===== config.mk =====
export PLATFORM = sky130hd
export DESIGN_NAME = oscsg_clock_ctrl
export DESIGN_NICKNAME = d
export VERILOG_FILES = /design/src/oscsg_clock_ctrl.v /design/src/oscsg_monitor.v
export VERILOG_INCLUDE_DIRS = /design/src
export SDC_FILE = /design/constraint.sdc
export NUM_CORES = 1
export LEC_CHECK = 0
export BUFFER_PORTS_ARGS = -buffer_cell sky130_fd_sc_hd__buf_2
export CORE_UTILIZATION = 45
export CTS_CLUSTER_DIAMETER = 80
export DETAILED_ROUTE_END_ITERATION = 7
export GPL_TIMING_DRIVEN = 1
export PLACE_DENSITY = 0.65
export SETUP_SLACK_MARGIN = 0.05
export SLEW_MARGIN = 20
export SYNTH_ARGS = -nofsm -noshare
export SYNTH_HDL_FRONTEND = slang
export SYNTH_SLANG_ARGS = --single-unit
export TNS_END_PERCENT = 10

===== constraint.sdc =====
create_clock -name clk -period 4.9 [get_ports clk]
set_clock_uncertainty 0.05 [all_clocks]
set_input_delay 0.98 -clock clk [delete_from_list [all_inputs] [get_ports clk]]
set_output_delay 0.98 -clock clk [all_outputs]
set_load 0.05 [all_outputs]

===== src/oscsg_defines.vh =====
`ifndef OSCSG_DEFINES_VH
`define OSCSG_DEFINES_VH

// clock rate
`define OSCSG_CLK_MHZ          250

// register byte addresses
`define OSCSG_ADDR_CTRL0       8'h00
`define OSCSG_ADDR_CTRL1       8'h04
`define OSCSG_ADDR_FIOSC       8'h08
`define OSCSG_ADDR_SIOSC       8'h0C
`define OSCSG_ADDR_FEOSC       8'h10
`define OSCSG_ADDR_SEOSC       8'h14
`define OSCSG_ADDR_ISR         8'h18
`define OSCSG_ADDR_ICR         8'h1C
`define OSCSG_ADDR_IER         8'h20
`define OSCSG_ADDR_AHBEN       8'h24
`define OSCSG_ADDR_APBEN_A     8'h28
`define OSCSG_ADDR_APBEN_B     8'h2C

// root clock select codes
`define OSCSG_SEL_EXT_FAST     2'h0
`define OSCSG_SEL_EXT_SLOW     2'h1
`define OSCSG_SEL_INT_FAST     2'h2
`define OSCSG_SEL_INT_SLOW     2'h3
`define OSCSG_SEL_RESET        2'h2

// source index in enable, stable, ready and fail vectors
`define OSCSG_IDX_EXT_FAST     0
`define OSCSG_IDX_EXT_SLOW     1
`define OSCSG_IDX_INT_FAST     2
`define OSCSG_IDX_INT_SLOW     3

// enable register: internal fast on, the rest off
`define OSCSG_EN_RESET         4'h4

// oscillator control register fields
`define OSCSG_TRIM_FAST_W      11
`define OSCSG_TRIM_SLOW_W      10
`define OSCSG_TRIM_RESET       11'h000
`define OSCSG_TRIM_SLOW_RESET  10'h000
`define OSCSG_WAIT_LSB         12
`define OSCSG_WAIT_MSB         13
`define OSCSG_STABLE_BIT       15
`define OSCSG_WAIT_SI_RESET    2'h0
`define OSCSG_WAIT_FE_RESET    2'h2
`define OSCSG_WAIT_SE_RESET    2'h2
`define OSCSG_WAIT_FI_RESET    2'h0

// interrupt register fields
`define OSCSG_ISR_STABLE_LSB   0
`define OSCSG_ISR_READY_LSB    4
`define OSCSG_ISR_FAIL_LSB     8
`define OSCSG_ISR_W            12

// edge counts, slow internal
`define OSCSG_SI_CNT0          19'h0_0006
`define OSCSG_SI_CNT1          19'h0_0012
`define OSCSG_SI_CNT2          19'h0_0042
`define OSCSG_SI_CNT3          19'h0_0102
// edge counts, slow external
`define OSCSG_SE_CNT0          19'h0_0100
`define OSCSG_SE_CNT1          19'h0_0400
`define OSCSG_SE_CNT2          19'h0_1000
`define OSCSG_SE_CNT3          19'h0_4000
// edge counts, fast external
`define OSCSG_FE_CNT0          19'h0_2000
`define OSCSG_FE_CNT1          19'h0_8000
`define OSCSG_FE_CNT2          19'h2_0000
`define OSCSG_FE_CNT3          19'h4_0000
// edge counts, fast internal
`define OSCSG_FI_CNT0          19'h0_0040
`define OSCSG_FI_CNT1          19'h0_0100
`define OSCSG_FI_CNT2          19'h0_0400
`define OSCSG_FI_CNT3          19'h0_1000

// start-up phase length, edges ignored meanwhile
`define OSCSG_STARTUP_CYCLES   8'h10

// peripheral bits that gate only the configuration clock
`define OSCSG_AHB_CFG_ONLY     32'h0000_0002
`define OSCSG_APBA_CFG_ONLY    32'h0000_0000
`define OSCSG_APBB_CFG_ONLY    32'h0000_0111

`define OSCSG_ZERO32           32'h0000_0000

`endif


===== src/oscsg_clock_ctrl.v =====
// The address-and-strobe port and the placing of the registers are this design's own decisions.
`timescale 1ns/1ps
`default_nettype none
`include "oscsg_defines.vh"

// Function
// - slow internal oscillator off until enabled
// - slow internal stable after 6/18/66/258 edges
// - slow internal stable flag reads its state
// - root defaults to divided internal fast
// - root select picks among four sources
// - selected source cannot be disabled by software
// - peripheral clocks run only while bit set
// - some peripherals gate configuration clock only
// - count edges after start-up, then stable
// - too few edges in time means failed
// - stable clears on disable, sets on restart
// - running failures leave stable flag alone
// - stable mirror never raises interrupt
// - ready flag on rise, cleared writing zero
// - slow external stable after 256..16384 edges
module oscsg_clock_ctrl #(
	parameter FE_DET_US      = 65000,
	parameter FE_DET_LONG_US = 130000,
	parameter SE_DET_US      = 1000000,
	parameter SE_DET_LONG_US = 2000000,
	parameter FI_DET_US      = 1000,
	parameter SI_DET_US      = 100000
) (
	input  wire        clk,
	input  wire        srst,
	input  wire [7:0]  reg_addr,
	input  wire [31:0] reg_wdata,
	input  wire        reg_wr,
	input  wire        reg_rd,
	output reg  [31:0] reg_rdata,
	input  wire        external_fast_clock,
	input  wire        external_slow_clock,
	input  wire        internal_fast_oscillator,
	input  wire        internal_slow_oscillator,
	output wire        fast_external_osc_enable,
	output wire        external_slow_osc_enable,
	output wire        fast_internal_osc_enable,
	output wire        slow_internal_osc_enable,
	output wire [1:0]  root_clock_select,
	output wire [10:0] fast_internal_trim,
	output wire [9:0]  slow_internal_trim,
	output wire [31:0] ahb_cfg_clk_en,
	output wire [31:0] ahb_work_clk_en,
	output wire [31:0] apb_a_cfg_clk_en,
	output wire [31:0] apb_a_work_clk_en,
	output wire [31:0] apb_b_cfg_clk_en,
	output wire [31:0] apb_b_work_clk_en,
	output wire        irq
);
	localparam [31:0] FE_DET_CYC      = FE_DET_US * `OSCSG_CLK_MHZ;
	localparam [31:0] FE_DET_LONG_CYC = FE_DET_LONG_US * `OSCSG_CLK_MHZ;
	localparam [31:0] SE_DET_CYC      = SE_DET_US * `OSCSG_CLK_MHZ;
	localparam [31:0] SE_DET_LONG_CYC = SE_DET_LONG_US * `OSCSG_CLK_MHZ;
	localparam [31:0] FI_DET_CYC      = FI_DET_US * `OSCSG_CLK_MHZ;
	localparam [31:0] SI_DET_CYC      = SI_DET_US * `OSCSG_CLK_MHZ;

	reg  [1:0]  root_sel_q;
	reg  [3:0]  osc_en_q;
	reg  [10:0] fi_trim_q;
	reg  [9:0]  si_trim_q;
	reg  [1:0]  si_wait_q;
	reg  [1:0]  fe_wait_q;
	reg  [1:0]  se_wait_q;
	reg  [1:0]  fi_wait_q;
	reg  [3:0]  ready_q;
	reg  [3:0]  fail_flag_q;
	reg  [3:0]  stable_d1_q;
	reg  [7:0]  ier_q;
	reg  [31:0] ahben_q;
	reg  [31:0] apbena_q;
	reg  [31:0] apbenb_q;
	reg  [31:0] rdata_d;

	reg  [3:0]  sel_onehot;
	reg  [3:0]  osc_en_eff;
	reg  [18:0] fe_target;
	reg  [18:0] se_target;
	reg  [18:0] fi_target;
	reg  [18:0] si_target;
	reg  [31:0] fe_timeout;
	reg  [31:0] se_timeout;

	wire [3:0]  stable;
	wire [3:0]  fail;
	wire [3:0]  ready_set;
	wire [3:0]  ready_clr;
	wire [3:0]  fail_clr;
	wire        icr_wr;
	wire [11:0] isr_value;

	// one-hot of the source now feeding the root
	always @* begin
		sel_onehot = 4'h0;
		case (root_sel_q)
		`OSCSG_SEL_EXT_FAST: sel_onehot[`OSCSG_IDX_EXT_FAST] = 1'b1;
		`OSCSG_SEL_EXT_SLOW: sel_onehot[`OSCSG_IDX_EXT_SLOW] = 1'b1;
		`OSCSG_SEL_INT_FAST: sel_onehot[`OSCSG_IDX_INT_FAST] = 1'b1;
		`OSCSG_SEL_INT_SLOW: sel_onehot[`OSCSG_IDX_INT_SLOW] = 1'b1;
		default:             sel_onehot = 4'h0;
		endcase
		osc_en_eff = osc_en_q | sel_onehot;
	end

	// edge count per wait select
	always @* begin
		case (si_wait_q)
		2'h0:    si_target = `OSCSG_SI_CNT0;
		2'h1:    si_target = `OSCSG_SI_CNT1;
		2'h2:    si_target = `OSCSG_SI_CNT2;
		default: si_target = `OSCSG_SI_CNT3;
		endcase
		case (se_wait_q)
		2'h0:    se_target = `OSCSG_SE_CNT0;
		2'h1:    se_target = `OSCSG_SE_CNT1;
		2'h2:    se_target = `OSCSG_SE_CNT2;
		default: se_target = `OSCSG_SE_CNT3;
		endcase
		case (fe_wait_q)
		2'h0:    fe_target = `OSCSG_FE_CNT0;
		2'h1:    fe_target = `OSCSG_FE_CNT1;
		2'h2:    fe_target = `OSCSG_FE_CNT2;
		default: fe_target = `OSCSG_FE_CNT3;
		endcase
		case (fi_wait_q)
		2'h0:    fi_target = `OSCSG_FI_CNT0;
		2'h1:    fi_target = `OSCSG_FI_CNT1;
		2'h2:    fi_target = `OSCSG_FI_CNT2;
		default: fi_target = `OSCSG_FI_CNT3;
		endcase
		fe_timeout = (fe_wait_q == 2'h3) ? FE_DET_LONG_CYC : FE_DET_CYC;
		se_timeout = (se_wait_q == 2'h3) ? SE_DET_LONG_CYC : SE_DET_CYC;
	end

	oscsg_monitor u_mon_fe (
		.clk            (clk),
		.srst           (srst),
		.osc_en         (osc_en_eff[`OSCSG_IDX_EXT_FAST]),
		.osc_level      (external_fast_clock),
		.edge_target    (fe_target),
		.timeout_cycles (fe_timeout),
		.stable_q       (stable[`OSCSG_IDX_EXT_FAST]),
		.fail_q         (fail[`OSCSG_IDX_EXT_FAST])
	);

	oscsg_monitor u_mon_se (
		.clk            (clk),
		.srst           (srst),
		.osc_en         (osc_en_eff[`OSCSG_IDX_EXT_SLOW]),
		.osc_level      (external_slow_clock),
		.edge_target    (se_target),
		.timeout_cycles (se_timeout),
		.stable_q       (stable[`OSCSG_IDX_EXT_SLOW]),
		.fail_q         (fail[`OSCSG_IDX_EXT_SLOW])
	);

	oscsg_monitor u_mon_fi (
		.clk            (clk),
		.srst           (srst),
		.osc_en         (osc_en_eff[`OSCSG_IDX_INT_FAST]),
		.osc_level      (internal_fast_oscillator),
		.edge_target    (fi_target),
		.timeout_cycles (FI_DET_CYC),
		.stable_q       (stable[`OSCSG_IDX_INT_FAST]),
		.fail_q         (fail[`OSCSG_IDX_INT_FAST])
	);

	oscsg_monitor u_mon_si (
		.clk            (clk),
		.srst           (srst),
		.osc_en         (osc_en_eff[`OSCSG_IDX_INT_SLOW]),
		.osc_level      (internal_slow_oscillator),
		.edge_target    (si_target),
		.timeout_cycles (SI_DET_CYC),
		.stable_q       (stable[`OSCSG_IDX_INT_SLOW]),
		.fail_q         (fail[`OSCSG_IDX_INT_SLOW])
	);

	// interrupt flags, set beats clear
	assign icr_wr    = reg_wr & (reg_addr == `OSCSG_ADDR_ICR);
	assign ready_set = stable & ~stable_d1_q;
	assign ready_clr = icr_wr ? ~reg_wdata[`OSCSG_ISR_READY_LSB +: 4] : 4'h0;
	assign fail_clr  = icr_wr ? ~reg_wdata[`OSCSG_ISR_FAIL_LSB +: 4] : 4'h0;
	assign isr_value = {fail_flag_q, ready_q, stable};
	// stable mirror stays out of the request
	assign irq = |({fail_flag_q, ready_q} & ier_q);

	always @(posedge clk) begin
		if (srst) begin
			stable_d1_q <= 4'h0;
			ready_q     <= 4'h0;
			fail_flag_q <= 4'h0;
		end else begin
			stable_d1_q <= stable;
			ready_q     <= (ready_q & ~ready_clr) | ready_set;
			fail_flag_q <= (fail_flag_q & ~fail_clr) | fail;
		end
	end

	// register writes
	always @(posedge clk) begin
		if (srst) begin
			root_sel_q <= `OSCSG_SEL_RESET;
			osc_en_q   <= `OSCSG_EN_RESET;
			fi_trim_q  <= `OSCSG_TRIM_RESET;
			si_trim_q  <= `OSCSG_TRIM_SLOW_RESET;
			si_wait_q  <= `OSCSG_WAIT_SI_RESET;
			fe_wait_q  <= `OSCSG_WAIT_FE_RESET;
			se_wait_q  <= `OSCSG_WAIT_SE_RESET;
			fi_wait_q  <= `OSCSG_WAIT_FI_RESET;
			ier_q      <= 8'h00;
			ahben_q    <= `OSCSG_ZERO32;
			apbena_q   <= `OSCSG_ZERO32;
			apbenb_q   <= `OSCSG_ZERO32;
		end else if (reg_wr) begin
			case (reg_addr)
			`OSCSG_ADDR_CTRL0: root_sel_q <= reg_wdata[1:0];
			// selected source keeps its enable
			`OSCSG_ADDR_CTRL1: osc_en_q <= reg_wdata[3:0] | sel_onehot;
			`OSCSG_ADDR_FIOSC: begin
				fi_trim_q <= reg_wdata[`OSCSG_TRIM_FAST_W-1:0];
				fi_wait_q <= reg_wdata[`OSCSG_WAIT_MSB:`OSCSG_WAIT_LSB];
			end
			`OSCSG_ADDR_SIOSC: begin
				si_trim_q <= reg_wdata[`OSCSG_TRIM_SLOW_W-1:0];
				si_wait_q <= reg_wdata[`OSCSG_WAIT_MSB:`OSCSG_WAIT_LSB];
			end
			`OSCSG_ADDR_FEOSC: fe_wait_q <= reg_wdata[`OSCSG_WAIT_MSB:`OSCSG_WAIT_LSB];
			`OSCSG_ADDR_SEOSC: se_wait_q <= reg_wdata[`OSCSG_WAIT_MSB:`OSCSG_WAIT_LSB];
			`OSCSG_ADDR_IER:   ier_q <= reg_wdata[7:0];
			`OSCSG_ADDR_AHBEN:   ahben_q <= reg_wdata;
			`OSCSG_ADDR_APBEN_A: apbena_q <= reg_wdata;
			`OSCSG_ADDR_APBEN_B: apbenb_q <= reg_wdata;
			default: begin
			end
			endcase
		end
	end

	// read mux, data one cycle after the strobe
	always @* begin
		rdata_d = `OSCSG_ZERO32;
		case (reg_addr)
		`OSCSG_ADDR_CTRL0: rdata_d[1:0] = root_sel_q;
		`OSCSG_ADDR_CTRL1: rdata_d[3:0] = osc_en_q;
		`OSCSG_ADDR_FIOSC: begin
			rdata_d[`OSCSG_TRIM_FAST_W-1:0]           = fi_trim_q;
			rdata_d[`OSCSG_WAIT_MSB:`OSCSG_WAIT_LSB] = fi_wait_q;
			rdata_d[`OSCSG_STABLE_BIT]               = stable[`OSCSG_IDX_INT_FAST];
		end
		`OSCSG_ADDR_SIOSC: begin
			rdata_d[`OSCSG_TRIM_SLOW_W-1:0]           = si_trim_q;
			rdata_d[`OSCSG_WAIT_MSB:`OSCSG_WAIT_LSB] = si_wait_q;
			rdata_d[`OSCSG_STABLE_BIT]               = stable[`OSCSG_IDX_INT_SLOW];
		end
		`OSCSG_ADDR_FEOSC: begin
			rdata_d[`OSCSG_WAIT_MSB:`OSCSG_WAIT_LSB] = fe_wait_q;
			rdata_d[`OSCSG_STABLE_BIT]               = stable[`OSCSG_IDX_EXT_FAST];
		end
		`OSCSG_ADDR_SEOSC: begin
			rdata_d[`OSCSG_WAIT_MSB:`OSCSG_WAIT_LSB] = se_wait_q;
			rdata_d[`OSCSG_STABLE_BIT]               = stable[`OSCSG_IDX_EXT_SLOW];
		end
		`OSCSG_ADDR_ISR:     rdata_d[`OSCSG_ISR_W-1:0] = isr_value;
		`OSCSG_ADDR_IER:     rdata_d[7:0] = ier_q;
		`OSCSG_ADDR_AHBEN:   rdata_d = ahben_q;
		`OSCSG_ADDR_APBEN_A: rdata_d = apbena_q;
		`OSCSG_ADDR_APBEN_B: rdata_d = apbenb_q;
		default:             rdata_d = `OSCSG_ZERO32;
		endcase
	end

	always @(posedge clk) begin
		if (srst)
			reg_rdata <= `OSCSG_ZERO32;
		else if (reg_rd)
			reg_rdata <= rdata_d;
		else
			reg_rdata <= `OSCSG_ZERO32;
	end

	assign fast_external_osc_enable = osc_en_eff[`OSCSG_IDX_EXT_FAST];
	assign external_slow_osc_enable = osc_en_eff[`OSCSG_IDX_EXT_SLOW];
	assign fast_internal_osc_enable = osc_en_eff[`OSCSG_IDX_INT_FAST];
	assign slow_internal_osc_enable = osc_en_eff[`OSCSG_IDX_INT_SLOW];
	assign root_clock_select        = root_sel_q;
	assign fast_internal_trim       = fi_trim_q;
	assign slow_internal_trim       = si_trim_q;

	// peripheral gating
	assign ahb_cfg_clk_en    = ahben_q;
	assign apb_a_cfg_clk_en  = apbena_q;
	assign apb_b_cfg_clk_en  = apbenb_q;
	assign ahb_work_clk_en   = ahben_q & ~`OSCSG_AHB_CFG_ONLY;
	assign apb_a_work_clk_en = apbena_q & ~`OSCSG_APBA_CFG_ONLY;
	assign apb_b_work_clk_en = apbenb_q & ~`OSCSG_APBB_CFG_ONLY;
endmodule
`default_nettype wire


===== src/oscsg_monitor.v =====
`timescale 1ns/1ps
`default_nettype none
`include "oscsg_defines.vh"

module oscsg_monitor (
	input  wire        clk,
	input  wire        srst,
	input  wire        osc_en,
	input  wire        osc_level,
	input  wire [18:0] edge_target,
	input  wire [31:0] timeout_cycles,
	output reg         stable_q,
	output reg         fail_q
);
	localparam [4:0] ST_OFF    = 5'h01;
	localparam [4:0] ST_START  = 5'h02;
	localparam [4:0] ST_COUNT  = 5'h04;
	localparam [4:0] ST_STABLE = 5'h08;
	localparam [4:0] ST_FAIL   = 5'h10;

	reg  [4:0]  state_q;
	reg  [7:0]  start_q;
	reg  [18:0] edges_q;
	reg  [31:0] timer_q;
	reg         level_q;
	wire        rise;
	wire        timeout;

	assign rise    = osc_level & ~level_q;
	assign timeout = (timer_q >= timeout_cycles);

	always @(posedge clk) begin
		if (srst) begin
			state_q  <= ST_OFF;
			start_q  <= 8'h00;
			edges_q  <= 19'h0_0000;
			timer_q  <= `OSCSG_ZERO32;
			level_q  <= 1'b0;
			stable_q <= 1'b0;
			fail_q   <= 1'b0;
		end else begin
			level_q <= osc_level;
			fail_q  <= 1'b0;
			if (!osc_en) begin
				state_q  <= ST_OFF;
				start_q  <= 8'h00;
				edges_q  <= 19'h0_0000;
				timer_q  <= `OSCSG_ZERO32;
				stable_q <= 1'b0;
			end else begin
				case (state_q)
				ST_OFF: begin
					state_q <= ST_START;
				end
				ST_START: begin
					timer_q <= timer_q + 32'h0000_0001;
					start_q <= start_q + 8'h01;
					if (start_q >= `OSCSG_STARTUP_CYCLES)
						state_q <= ST_COUNT;
				end
				ST_COUNT: begin
					timer_q <= timer_q + 32'h0000_0001;
					if (rise)
						edges_q <= edges_q + 19'h0_0001;
					if (edges_q >= edge_target) begin
						state_q  <= ST_STABLE;
						stable_q <= 1'b1;
					end else if (timeout) begin
						state_q <= ST_FAIL;
						fail_q  <= 1'b1;
					end
				end
				ST_STABLE: begin
					state_q <= ST_STABLE;
				end
				ST_FAIL: begin
					state_q <= ST_FAIL;
				end
				default: begin
					state_q <= ST_OFF;
				end
				endcase
			end
		end
	end
endmodule
`default_nettype wire

==> flow_metrics.tcl, run 1 <==
set metrics [dict create \
    clockBufferDepth 3 \
    total_leakage_power_uw 0.00884 \
    antenna-diode-count 0 \
    rr_worst_depth 6 \
    stdcell_count 3349 \
    grt_overflow 0 \
    timing_worst_slew_pin_value_ns 1.04 \
    grt_pass1_vias 16900 \
    avgViaCountPerCell 5.49 \
    period_needed_ns 2.96 \
    timing.hold.worst.class "reg2reg" \
    post-route-drc-count 0 \
    setup.worst_path.start "root_clock_select[1]" \
    tns_ns 0 \
    synth_compound_area_share_pct 11.0 \
    drive_above_1_share_pct 15.3 \
    htree_levels 2 \
    number_of_enable_type_register_cells_in_the_synthesized_netlist 0 \
    synth_flop_cell "sky130_fd_sc_hd__dfxtp_1" \
    multi_input_combinational_cell_area_um2 10500 \
    cts_resized 0 \
    hpwl_mm 41.2 \
    final_estimated_routing_congestion_in_global_placement 0.916 \
    reg2reg_from "u_mon_si.state_q[2]" \
    clk_transition_reported_paths_ns 0.06 \
    cts_tree "done" \
    ff_latch_area_um2 9030 \
    core_um2 45800 \
    start_util_pct 45.9 \
    path_max_fanout 9 \
    min_from "u_mon_fi.fail_q" \
    max-slew-margin-rel_pct 31.0 \
    post-cts-setup-buffer-count 0 \
    clock-sinks 451 \
    via_count 18400 \
    start_kind "flop" \
    placement_rows 78 \
    finalHoldViolCount 0 \
    placedCellCount 3261 \
    final-setup-viol-count 0 \
    avgRoutedWirePerCell_um 17.3 \
    mostFrequentLayoutCell "sky130_fd_sc_hd__dfxtp_1" \
    synth_adder_area_share_pct 3.81 \
    slew_viol_final 0 \
    num-nets-final 2825 \
    synth_sequential_area_ratio_pct 42.9 \
    synth_area_um2 21000 \
    endpoint_kind "output pin" \
    pin_count_of_the_biggest_net_entering_global_routing 90 \
    whs_ns 0.389 \
    cp_data_arrival_time_ns 1.93 \
    worst_ep_required_time_ns 3.87 \
    drt_initial_violations 1538 \
    synth_cells 2564 \
    syn2layout_area_growth_pct 13.7 \
    most_frequent_cells_in_the_layout "sky130_fd_sc_hd__dfxtp_1, sky130_fd_sc_hd__nand2_1, sky130_fd_sc_hd__buf_2, sky130_fd_sc_hd__nor2_1, sky130_fd_sc_hd__a21oi_1" \
    ctsRootBufferMaster "sky130_fd_sc_hd__clkbuf_16" \
    synthSimpleGateAreaFrac_pct 25.8 \
    min_path_cells 2 \
    grt_first_pass_wirelength_mm 90.6 \
    fmaxAchievable_mhz 337 \
    post-route-period-util_pct 60.5 \
    synth_seq_cells 451 \
    syn_area_per_cell_um2 8.20 \
    synth_top_family_by_area "simple AND/OR/NAND/NOR gates" \
    fp.dieH_um 218 \
    yosysWarningCount 0 \
    clock_latency_ns 0.59 \
    antenna_found_initial 1 \
    setup.worst_path.class "reg2out" \
    ant_nets 0 \
    first_pass_iters 8 \
    synth_mux_area_share_pct 0.988 \
    synth_cell_types 70 \
    post_cts_hold_buffer_count 0 \
    maximum_vdd_drop_mv 0.229 \
    track_usage_pct 23.7 \
    cts_buffers 50 \
    drv.max_cap_violation_count 0 \
    synthArstFlopShare_pct 0 \
    power_per_cell_area_nw_per_um2 323 \
    run_status "complete, no violations" \
    floorplan.io_pins 300 \
    layout.filler_cells 4308 \
    post_layout_total_power_uw 7730 \
    design.die.area_um2 47600 \
    rsz0062_at_grt "false" \
    die_width_um 218 \
    port_buffers 295 \
    synthXorXnorAreaFrac_pct 8.29 \
    routed_wirelength_mm 58.0 \
]
==> sequential cells by signal, indices dropped and copies added, names as in the netlist, 10 cells and up <==
name	count
ahb_cfg_clk_en	32
u_mon_si.timer_q	32
reg_rdata	32
u_mon_si.edges_q	19
fast_internal_trim	11
u_mon_fe.timer_q	32
u_mon_fe.edges_q	19
apb_a_cfg_clk_en	32
u_mon_fi.edges_q	19
u_mon_se.edges_q	19
slow_internal_trim	10
u_mon_se.timer_q	32
u_mon_fi.timer_q	32
apb_b_cfg_clk_en	32
==> worst max-delay path: stages (launching register included) <==
cell                      delay [ns]
sky130_fd_sc_hd__dfxtp_1        0.49
sky130_fd_sc_hd__nor2b_1        0.10
sky130_fd_sc_hd__nor2_1         0.40
sky130_fd_sc_hd__inv_1          0.11
sky130_fd_sc_hd__buf_2          0.23
==> final cells by class <==
type,instances,share of cell area [%]
multi-input cells,1815,44.0
flip-flops and latches,451,37.8
repair buffers,313,6.75
clock buffers,65,5.72
well taps,600,3.14
clock inverters,23,1.30
inverters,82,1.29
==> synthesized netlist by cell type, types with 11 or more instances <==
cell                         n  area share, %
sky130_fd_sc_hd__a22oi_1    44            1.6
sky130_fd_sc_hd__or3_1      40            1.2
sky130_fd_sc_hd__nand4_1    61            1.8
sky130_fd_sc_hd__nand3_1   118            2.8
sky130_fd_sc_hd__mux2i_1    14           0.67
sky130_fd_sc_hd__buf_4      96            3.4
sky130_fd_sc_hd__clkbuf_1  107            1.9
sky130_fd_sc_hd__and3_1     36            1.1
sky130_fd_sc_hd__a31oi_1    11           0.33
sky130_fd_sc_hd__dfxtp_1   451             43
sky130_fd_sc_hd__nor2b_1    17           0.51
sky130_fd_sc_hd__and4_1     16           0.67
sky130_fd_sc_hd__a222oi_1   11           0.52
sky130_fd_sc_hd__nand2b_1   30           0.89
sky130_fd_sc_hd__o21ai_0    60            1.4
sky130_fd_sc_hd__nor3_1     61            1.5
sky130_fd_sc_hd__nand2_1   361            6.4
sky130_fd_sc_hd__xnor2_1    90            3.7
sky130_fd_sc_hd__ha_1       64            3.8
sky130_fd_sc_hd__a21oi_1   221            5.3
sky130_fd_sc_hd__inv_1      82            1.5
sky130_fd_sc_hd__nor4_1     36            1.1
sky130_fd_sc_hd__xor2_1    109            4.5
sky130_fd_sc_hd__nor2_1    290            5.2
==> path summary, 6_finish.rpt <==
kind                                                 end  slack, ns
worst min-delay path                      fail_flag_q[2]       0.39
worst max-delay path            external_slow_osc_enable       1.94
worst min register to register            fail_flag_q[2]       0.39
worst max register to register      u_mon_si.timer_q[27]       2.24
==> kinds of logic (layout without fill, tap and decap cells) <==
group	Yosys count	count (layout)
simple gates	1132	1132
other cells	1	4
compound gates	397	397
xor+xnor	199	199
buf+inv	301	483
mux	19	19
fa+ha+maj	64	64
flops	451	451
==> metal layers <==
metal / up-vias / track usage, % / wire length (µm)
met3: 97 / 5.19 / 4510
met5: - / 0 / 8
met1: 8718 / 30.8 / 25000
met4: 2 / 8.95 / 1840
met2: 582 / 38.3 / 26600
li1: 8976 / - / -
==> where the power goes <==
part | leakage (µW) | internal, µW | total, µW | switching [µW]
Combinational | 0.00438 | 47.5 | 175 | 128
Sequential | 0.00363 | 3680 | 3690 | 15.4
Clock | 0.000827 | 2330 | 3860 | 1540
Total | 0.00884 | 6050 | 7730 | 1680
==> metrics by stage <==
stage	util, %	setup slack, ns	cell area (µm²)
floorplan	-	2.09	21000
global placement	48.6	1.34	22200
detailed placement	48.6	1.34	22200
CTS	52.2	1.93	23900
global route	52.2	1.74	23900
finish	52.2	1.94	23900
Note: power is estimated with default switching activity, not from simulation.
==> run 2, diff against run 1 <==
PLACE_DENSITY = 0.68   (was 0.65)
clock period = 2.5 ns   (was 4.9 ns; I/O delays follow)
==> flow_metrics.tcl, run 2 (same netlist as run 1, synthesis figures left out) <==
set metrics [dict create \
    run_status "finished with violations" \
    violations "DRC" \
    p_int_uw 11100 \
    antenna_found_initial 8 \
    drt_initial_violations 1386 \
    drv.max_cap_violation_count 0 \
    via_count 18700 \
    switching_share_pct 22.2 \
    num-nets-final 2883 \
    final_estimated_routing_congestion_in_global_placement 0.932 \
    placement_rows 78 \
    avgRoutedWirePerCell_um 17.2 \
    power_per_cell_area_nw_per_um2 586 \
    hpwl_mm 42.5 \
    maximum_vdd_drop_mv 0.446 \
    clock_latency_ns 0.58 \
    clockBufferDepth 3 \
    multi_input_combinational_cell_area_um2 10600 \
    post-cts-setup-buffer-count 0 \
    worst_ep_required_time_ns 2.92 \
    tns_ns 0 \
    period_needed_ns 2.36 \
    core_um2 45800 \
    ctsRootBufferMaster "sky130_fd_sc_hd__clkbuf_16" \
    final-setup-viol-count 0 \
    pwr-share-seq_pct 50.8 \
    timing.final.ws_setup_ns 0.143 \
    top_usage_layer "met2" \
    routed_wirelength_mm 58.8 \
    clkPwrFrac_pct 46.4 \
    post-route-drc-count 2 \
    cp_slowest_cell "sky130_fd_sc_hd__a21oi_1" \
    grt.met3_usage_pct 4.01 \
    floorplan.io_pins 300 \
    clk_transition_reported_paths_ns 0.06 \
    start_kind "flop" \
    timing.hold.worst.class "in2reg" \
    critical_path.cell_chain "buf_4 > nand2b_1 > ha_1 > a211o_1 > a211o_1 > a21oi_1 > nand3_1 > nor2_1" \
    finalHoldViolCount 0 \
    max-slew-margin-rel_pct 40.8 \
    htree_levels 2 \
    path_common_cell "sky130_fd_sc_hd__a211o_1" \
    cts_buffers 48 \
    clock-sinks 451 \
    fp.dieH_um 218 \
    endpoint_kind "flop" \
    track_usage_pct 24.0 \
    drive_above_1_share_pct 16.9 \
    post-place-ws_ns 0.0588 \
    post_cts_hold_buffer_count 0 \
    path_delay_family "compound AO/OA/AOI/OAI gates" \
    design.die.area_um2 47600 \
    layout.filler_cells 4240 \
    post-route-period-util_pct 94.3 \
    slew_viol_final 0 \
    cpPeakStageDelay_ns 0.34 \
    avgViaCountPerCell 5.47 \
    power.switching_uw 3160 \
    ant_nets 0 \
    mostFrequentLayoutCell "sky130_fd_sc_hd__dfxtp_1" \
    cp_data_arrival_time_ns 2.78 \
    grt_first_pass_wirelength_mm 92.2 \
    setup.worst_path.class "reg2reg" \
    buf_inv_stages_crit_path 1 \
    combPwrFrac_pct 2.8 \
    die_width_um 218 \
    fmaxAchievable_mhz 424 \
    grt_pass1_vias 17300 \
    pin_count_of_the_biggest_net_entering_global_routing 89 \
    start_util_pct 45.9 \
    grt_overflow 0 \
    timing_worst_slew_pin_value_ns 0.878 \
    syn2layout_area_growth_pct 15.3 \
    grt_util_met1_pct 29.4 \
    cts_tree "done" \
    most_frequent_cells_in_the_layout "sky130_fd_sc_hd__dfxtp_1, sky130_fd_sc_hd__nand2_1, sky130_fd_sc_hd__buf_2, sky130_fd_sc_hd__nor2_1, sky130_fd_sc_hd__a21oi_1" \
    first_pass_iters 8 \
    total_leakage_power_uw 0.00905 \
    path_max_fanout 5 \
    ff_latch_area_um2 9030 \
    groute.layer.met2.usage_pct 41.0 \
    rsz0062_at_grt "true" \
    port_buffers 295 \
]
run 2: cell count changes in the layout (fill, tap and decap cells not counted), sizes merged:
cell	before	now
buf	313	373
diode	0	7
clkbuf	65	67
inv	82	84
clkinvlp	2	1
bufinv	7	0
clkinv	14	11
run 2: routing by layer:
metal,part of all wire [%],vias to the layer above
met5,0,-
met4,3.8,0
met2,48,637
li1,-,9085
met1,41,8823
met3,6.5,110
run 2: what timing repair did:
item	CTS	global route
endpoints found under the setup margin	1	15
gates cloned	0	0
resized for setup	1	5
pin swaps	0	1
run 2: worst reg2reg max path, delay by kind of cell, from the launching register on:
| kind | cells | cell delay, ns |
|---|---|---|
| compound gates | 3 | 0.90 |
| simple gates | 3 | 0.53 |
| buf+inv | 1 | 0.15 |
| flops | 1 | 0.31 |
| fa+ha+maj | 1 | 0.31 |
run 2: layout make-up:
class                           count  area share, %
Tap cell                          600           3.10
Clock buffer                       67           5.54
Sequential cell                   451           37.2
Multi-Input combinational cell   1815           43.5
Timing Repair Buffer              373           8.93
Antenna cell                        7         0.0722
Clock inverter                     14          0.330
Inverter                           82           1.27
run 2: through the flow:
stage / cell area [µm²] / power, µW / hold WS (ns) / util, % / cells
2_1_floorplan: 21000 / 7600 / 0.361 / - / 2567
3_3_place_gp: 22800 / 7760 / 0.370 / 49.8 / 3321
3_5_place_dp: 22800 / 7770 / 0.378 / 49.8 / 3321
4_1_cts: 24200 / 14400 / 0.104 / 52.9 / 3402
5_1_grt: 24200 / 14700 / 0.121 / 53.0 / 3407
6_report: 24200 / 14200 / 0.132 / 53.0 / 3409
run 2: power groups by stage:
stage	Sequential [µW]	Combinational (µW)	Clock [µW]
floorplan	7390	211	0
global placement	7380	383	0
detailed placement	7380	389	0
CTS	7220	390	6760
global route	7220	424	7060
finish	7220	398	6590
run 2: path summary, 6_finish.rpt:
kind	cells after the start	to	slack [ns]	startpoint
max	8	u_mon_se.fail_q	0.14	se_wait_q[1]
min	3	ahb_cfg_clk_en[22]	0.13	reg_wdata[22]
max reg2reg	8	u_mon_se.fail_q	0.14	se_wait_q[1]
min reg2reg	2	fail_flag_q[2]	0.39	u_mon_fi.fail_q
==> run 3, diff against run 2 <==
CORE_MARGIN = 2   (was unset)
RECOVER_POWER = 100   (was unset)
==> flow_metrics.tcl, run 3 (same netlist as run 1, synthesis figures left out) <==
set metrics [dict create \
    post-route-period-util_pct 95.2 \
    start_kind "flop" \
    finalHoldViolCount 0 \
    worst_ep_required_time_ns 1.95 \
    cts_tree "done" \
    core_um2 46400 \
    final_design_area_no_fill_um2 24000 \
    cts_buffers 48 \
    total_leakage_power_uw 0.00797 \
    syn2layout_area_growth_pct 14.0 \
    floorplan.io_pins 300 \
    num-nets-final 2885 \
    drt_initial_violations 1574 \
    run_status "complete, no violations" \
    avgViaCountPerCell 5.47 \
    p_int_uw 11500 \
    setup.worst_path.class "reg2out" \
    via_count 18800 \
    start_util_pct 45.4 \
    final_estimated_routing_congestion_in_global_placement 0.957 \
    ant_nets 0 \
    maximum_vdd_drop_mv 0.842 \
    grt_pass1_vias 17600 \
    total_cell_area_at_the_placement_stage_um2 22800 \
    period_needed_ns 2.38 \
    clock_latency_ns 0.59 \
    port_buffers 295 \
    grt_first_pass_wirelength_mm 93.2 \
    fmaxAchievable_mhz 420 \
    clockBufferDepth 3 \
    max-slew-margin-rel_pct 9.40 \
    tns_ns 0 \
    endpoint_kind "output pin" \
    post-route-drc-count 0 \
    placement_rows 79 \
    timing_worst_slew_pin_value_ns 1.36 \
    hpwl_mm 42.5 \
    rsz0062_at_grt "false" \
    mostFrequentLayoutCell "sky130_fd_sc_hd__dfxtp_1" \
    avgRoutedWirePerCell_um 17.4 \
    layout.filler_cells 4512 \
    fp.dieH_um 220 \
    design.die.area_um2 48500 \
    most_frequent_cells_in_the_layout "sky130_fd_sc_hd__dfxtp_1, sky130_fd_sc_hd__nand2_1, sky130_fd_sc_hd__nor2_1, sky130_fd_sc_hd__clkbuf_1, sky130_fd_sc_hd__a21oi_1" \
    cp_slowest_cell "sky130_fd_sc_hd__a21oi_1" \
    final-setup-viol-count 0 \
    antenna_found_initial 13 \
    htree_levels 2 \
    routed_wirelength_mm 59.7 \
    pin_count_of_the_biggest_net_entering_global_routing 102 \
    clock-sinks 451 \
    critical_path.cell_chain "a21oi_1 > inv_1 > clkbuf_2" \
    ctsRootBufferMaster "sky130_fd_sc_hd__clkbuf_16" \
    finalCoreUtilization_pct 51.7 \
    die_width_um 220 \
    clk_transition_reported_paths_ns 0.06 \
    multi_input_combinational_cell_area_um2 10500 \
    cp_data_arrival_time_ns 1.83 \
    post_cts_hold_buffer_count 0 \
    drive_above_1_share_pct 7.90 \
    switching_share_pct 21.9 \
    power_per_cell_area_nw_per_um2 616 \
    combPwrFrac_pct 2.6 \
    grt_overflow 0 \
    post_layout_total_power_uw 14800 \
    first_pass_iters 7 \
    cpPeakStageDelay_ns 0.51 \
    timing.hold.worst.class "in2reg" \
    post-cts-setup-buffer-count 0 \
    path_max_fanout 9 \
    track_usage_pct 24.0 \
    ff_latch_area_um2 9030 \
    clkPwrFrac_pct 48.5 \
    slew_viol_final 0 \
    power.switching_uw 3240 \
    drv.max_cap_violation_count 0 \
    pwr-share-seq_pct 48.9 \
]
==> run 3: cell count changes in the layout (fill, tap and decap cells not counted), moves of 3 or more <==
cell	previous run	this run
sky130_fd_sc_hd__diode_2	7	12
sky130_fd_sc_hd__clkinv_2	11	3
sky130_fd_sc_hd__clkbuf_1	13	272
sky130_fd_sc_hd__clkbuf_8	5	10
sky130_fd_sc_hd__clkinvlp_4	1	4
sky130_fd_sc_hd__clkbuf_2	0	20
sky130_fd_sc_hd__buf_12	8	3
sky130_fd_sc_hd__buf_4	71	48
sky130_fd_sc_hd__buf_2	294	45
sky130_fd_sc_hd__bufinv_16	0	3
==> run 3: path summary, 6_finish.rpt <==
check / start / endpoint / slack [ns] / cells past startpoint
setup / recovery: root_clock_select[1] / slow_internal_osc_enable / 0.12 / 3
hold / removal: internal_fast_oscillator / u_mon_fi.level_q / 0.10 / 2
setup reg to reg: u_mon_fi.state_q[3] / u_mon_fi.timer_q[31] / 0.16 / 6
hold reg to reg: u_mon_fi.fail_q / fail_flag_q[2] / 0.39 / 2
==> run 3: final cells by class <==
type | instances | share of cell area, %
Inverter | 82 | 1.28
Sequential cell | 451 | 37.7
Clock inverter | 13 | 0.673
Tap cell | 607 | 3.17
Timing Repair Buffer | 375 | 7.21
Multi-Input combinational cell | 1815 | 44.0
Antenna cell | 12 | 0.125
Clock buffer | 74 | 5.92
==> run 3: what timing repair did <==
action | 4_1_cts | 5_1_grt
endpoints found under the setup margin | 1 | 19
pin swaps | 0 | 1
gates resized for setup | 1 | 8
==> run 3: through the flow <==
stage	cells	setup WS [ns]	hold slack [ns]
detailed placement	3330	0.127	0.388
global placement	3330	0.171	0.374
global route	3428	0.0390	0.106
finish	3429	0.120	0.103
CTS	3417	0.0472	0.0771
floorplan	2567	0.172	0.361
==> run 3: worst max-delay path: cells and delay by family (launching register included) <==
| kind | cells | cell delay (ns) |
|---|---|---|
| DFF | 1 | 0.39 |
| AOI/OAI and AO/OA | 1 | 0.51 |
| buffers and inverters | 2 | 0.33 |
==> run 3: routing by layer <==
layer  track usage, %  part of all wire, %  wire length [µm]  vias up
met2             39.9                   47             28000      680
met4             14.3                  5.3              3180        2
li1                 -                    -                 -     9118
met1             28.2                   40             23900     8795
met3             5.51                  7.8              4650      156
met5                0                0.022                13        -
==> run 3: power by group through the flow <==
stage	Sequential, µW	Combinational (µW)	Clock, µW
floorplan	7390	211	0
global placement	7380	377	0
detailed placement	7380	383	0
CTS	7220	384	7310
global route	7220	406	7620
finish	7220	378	7170
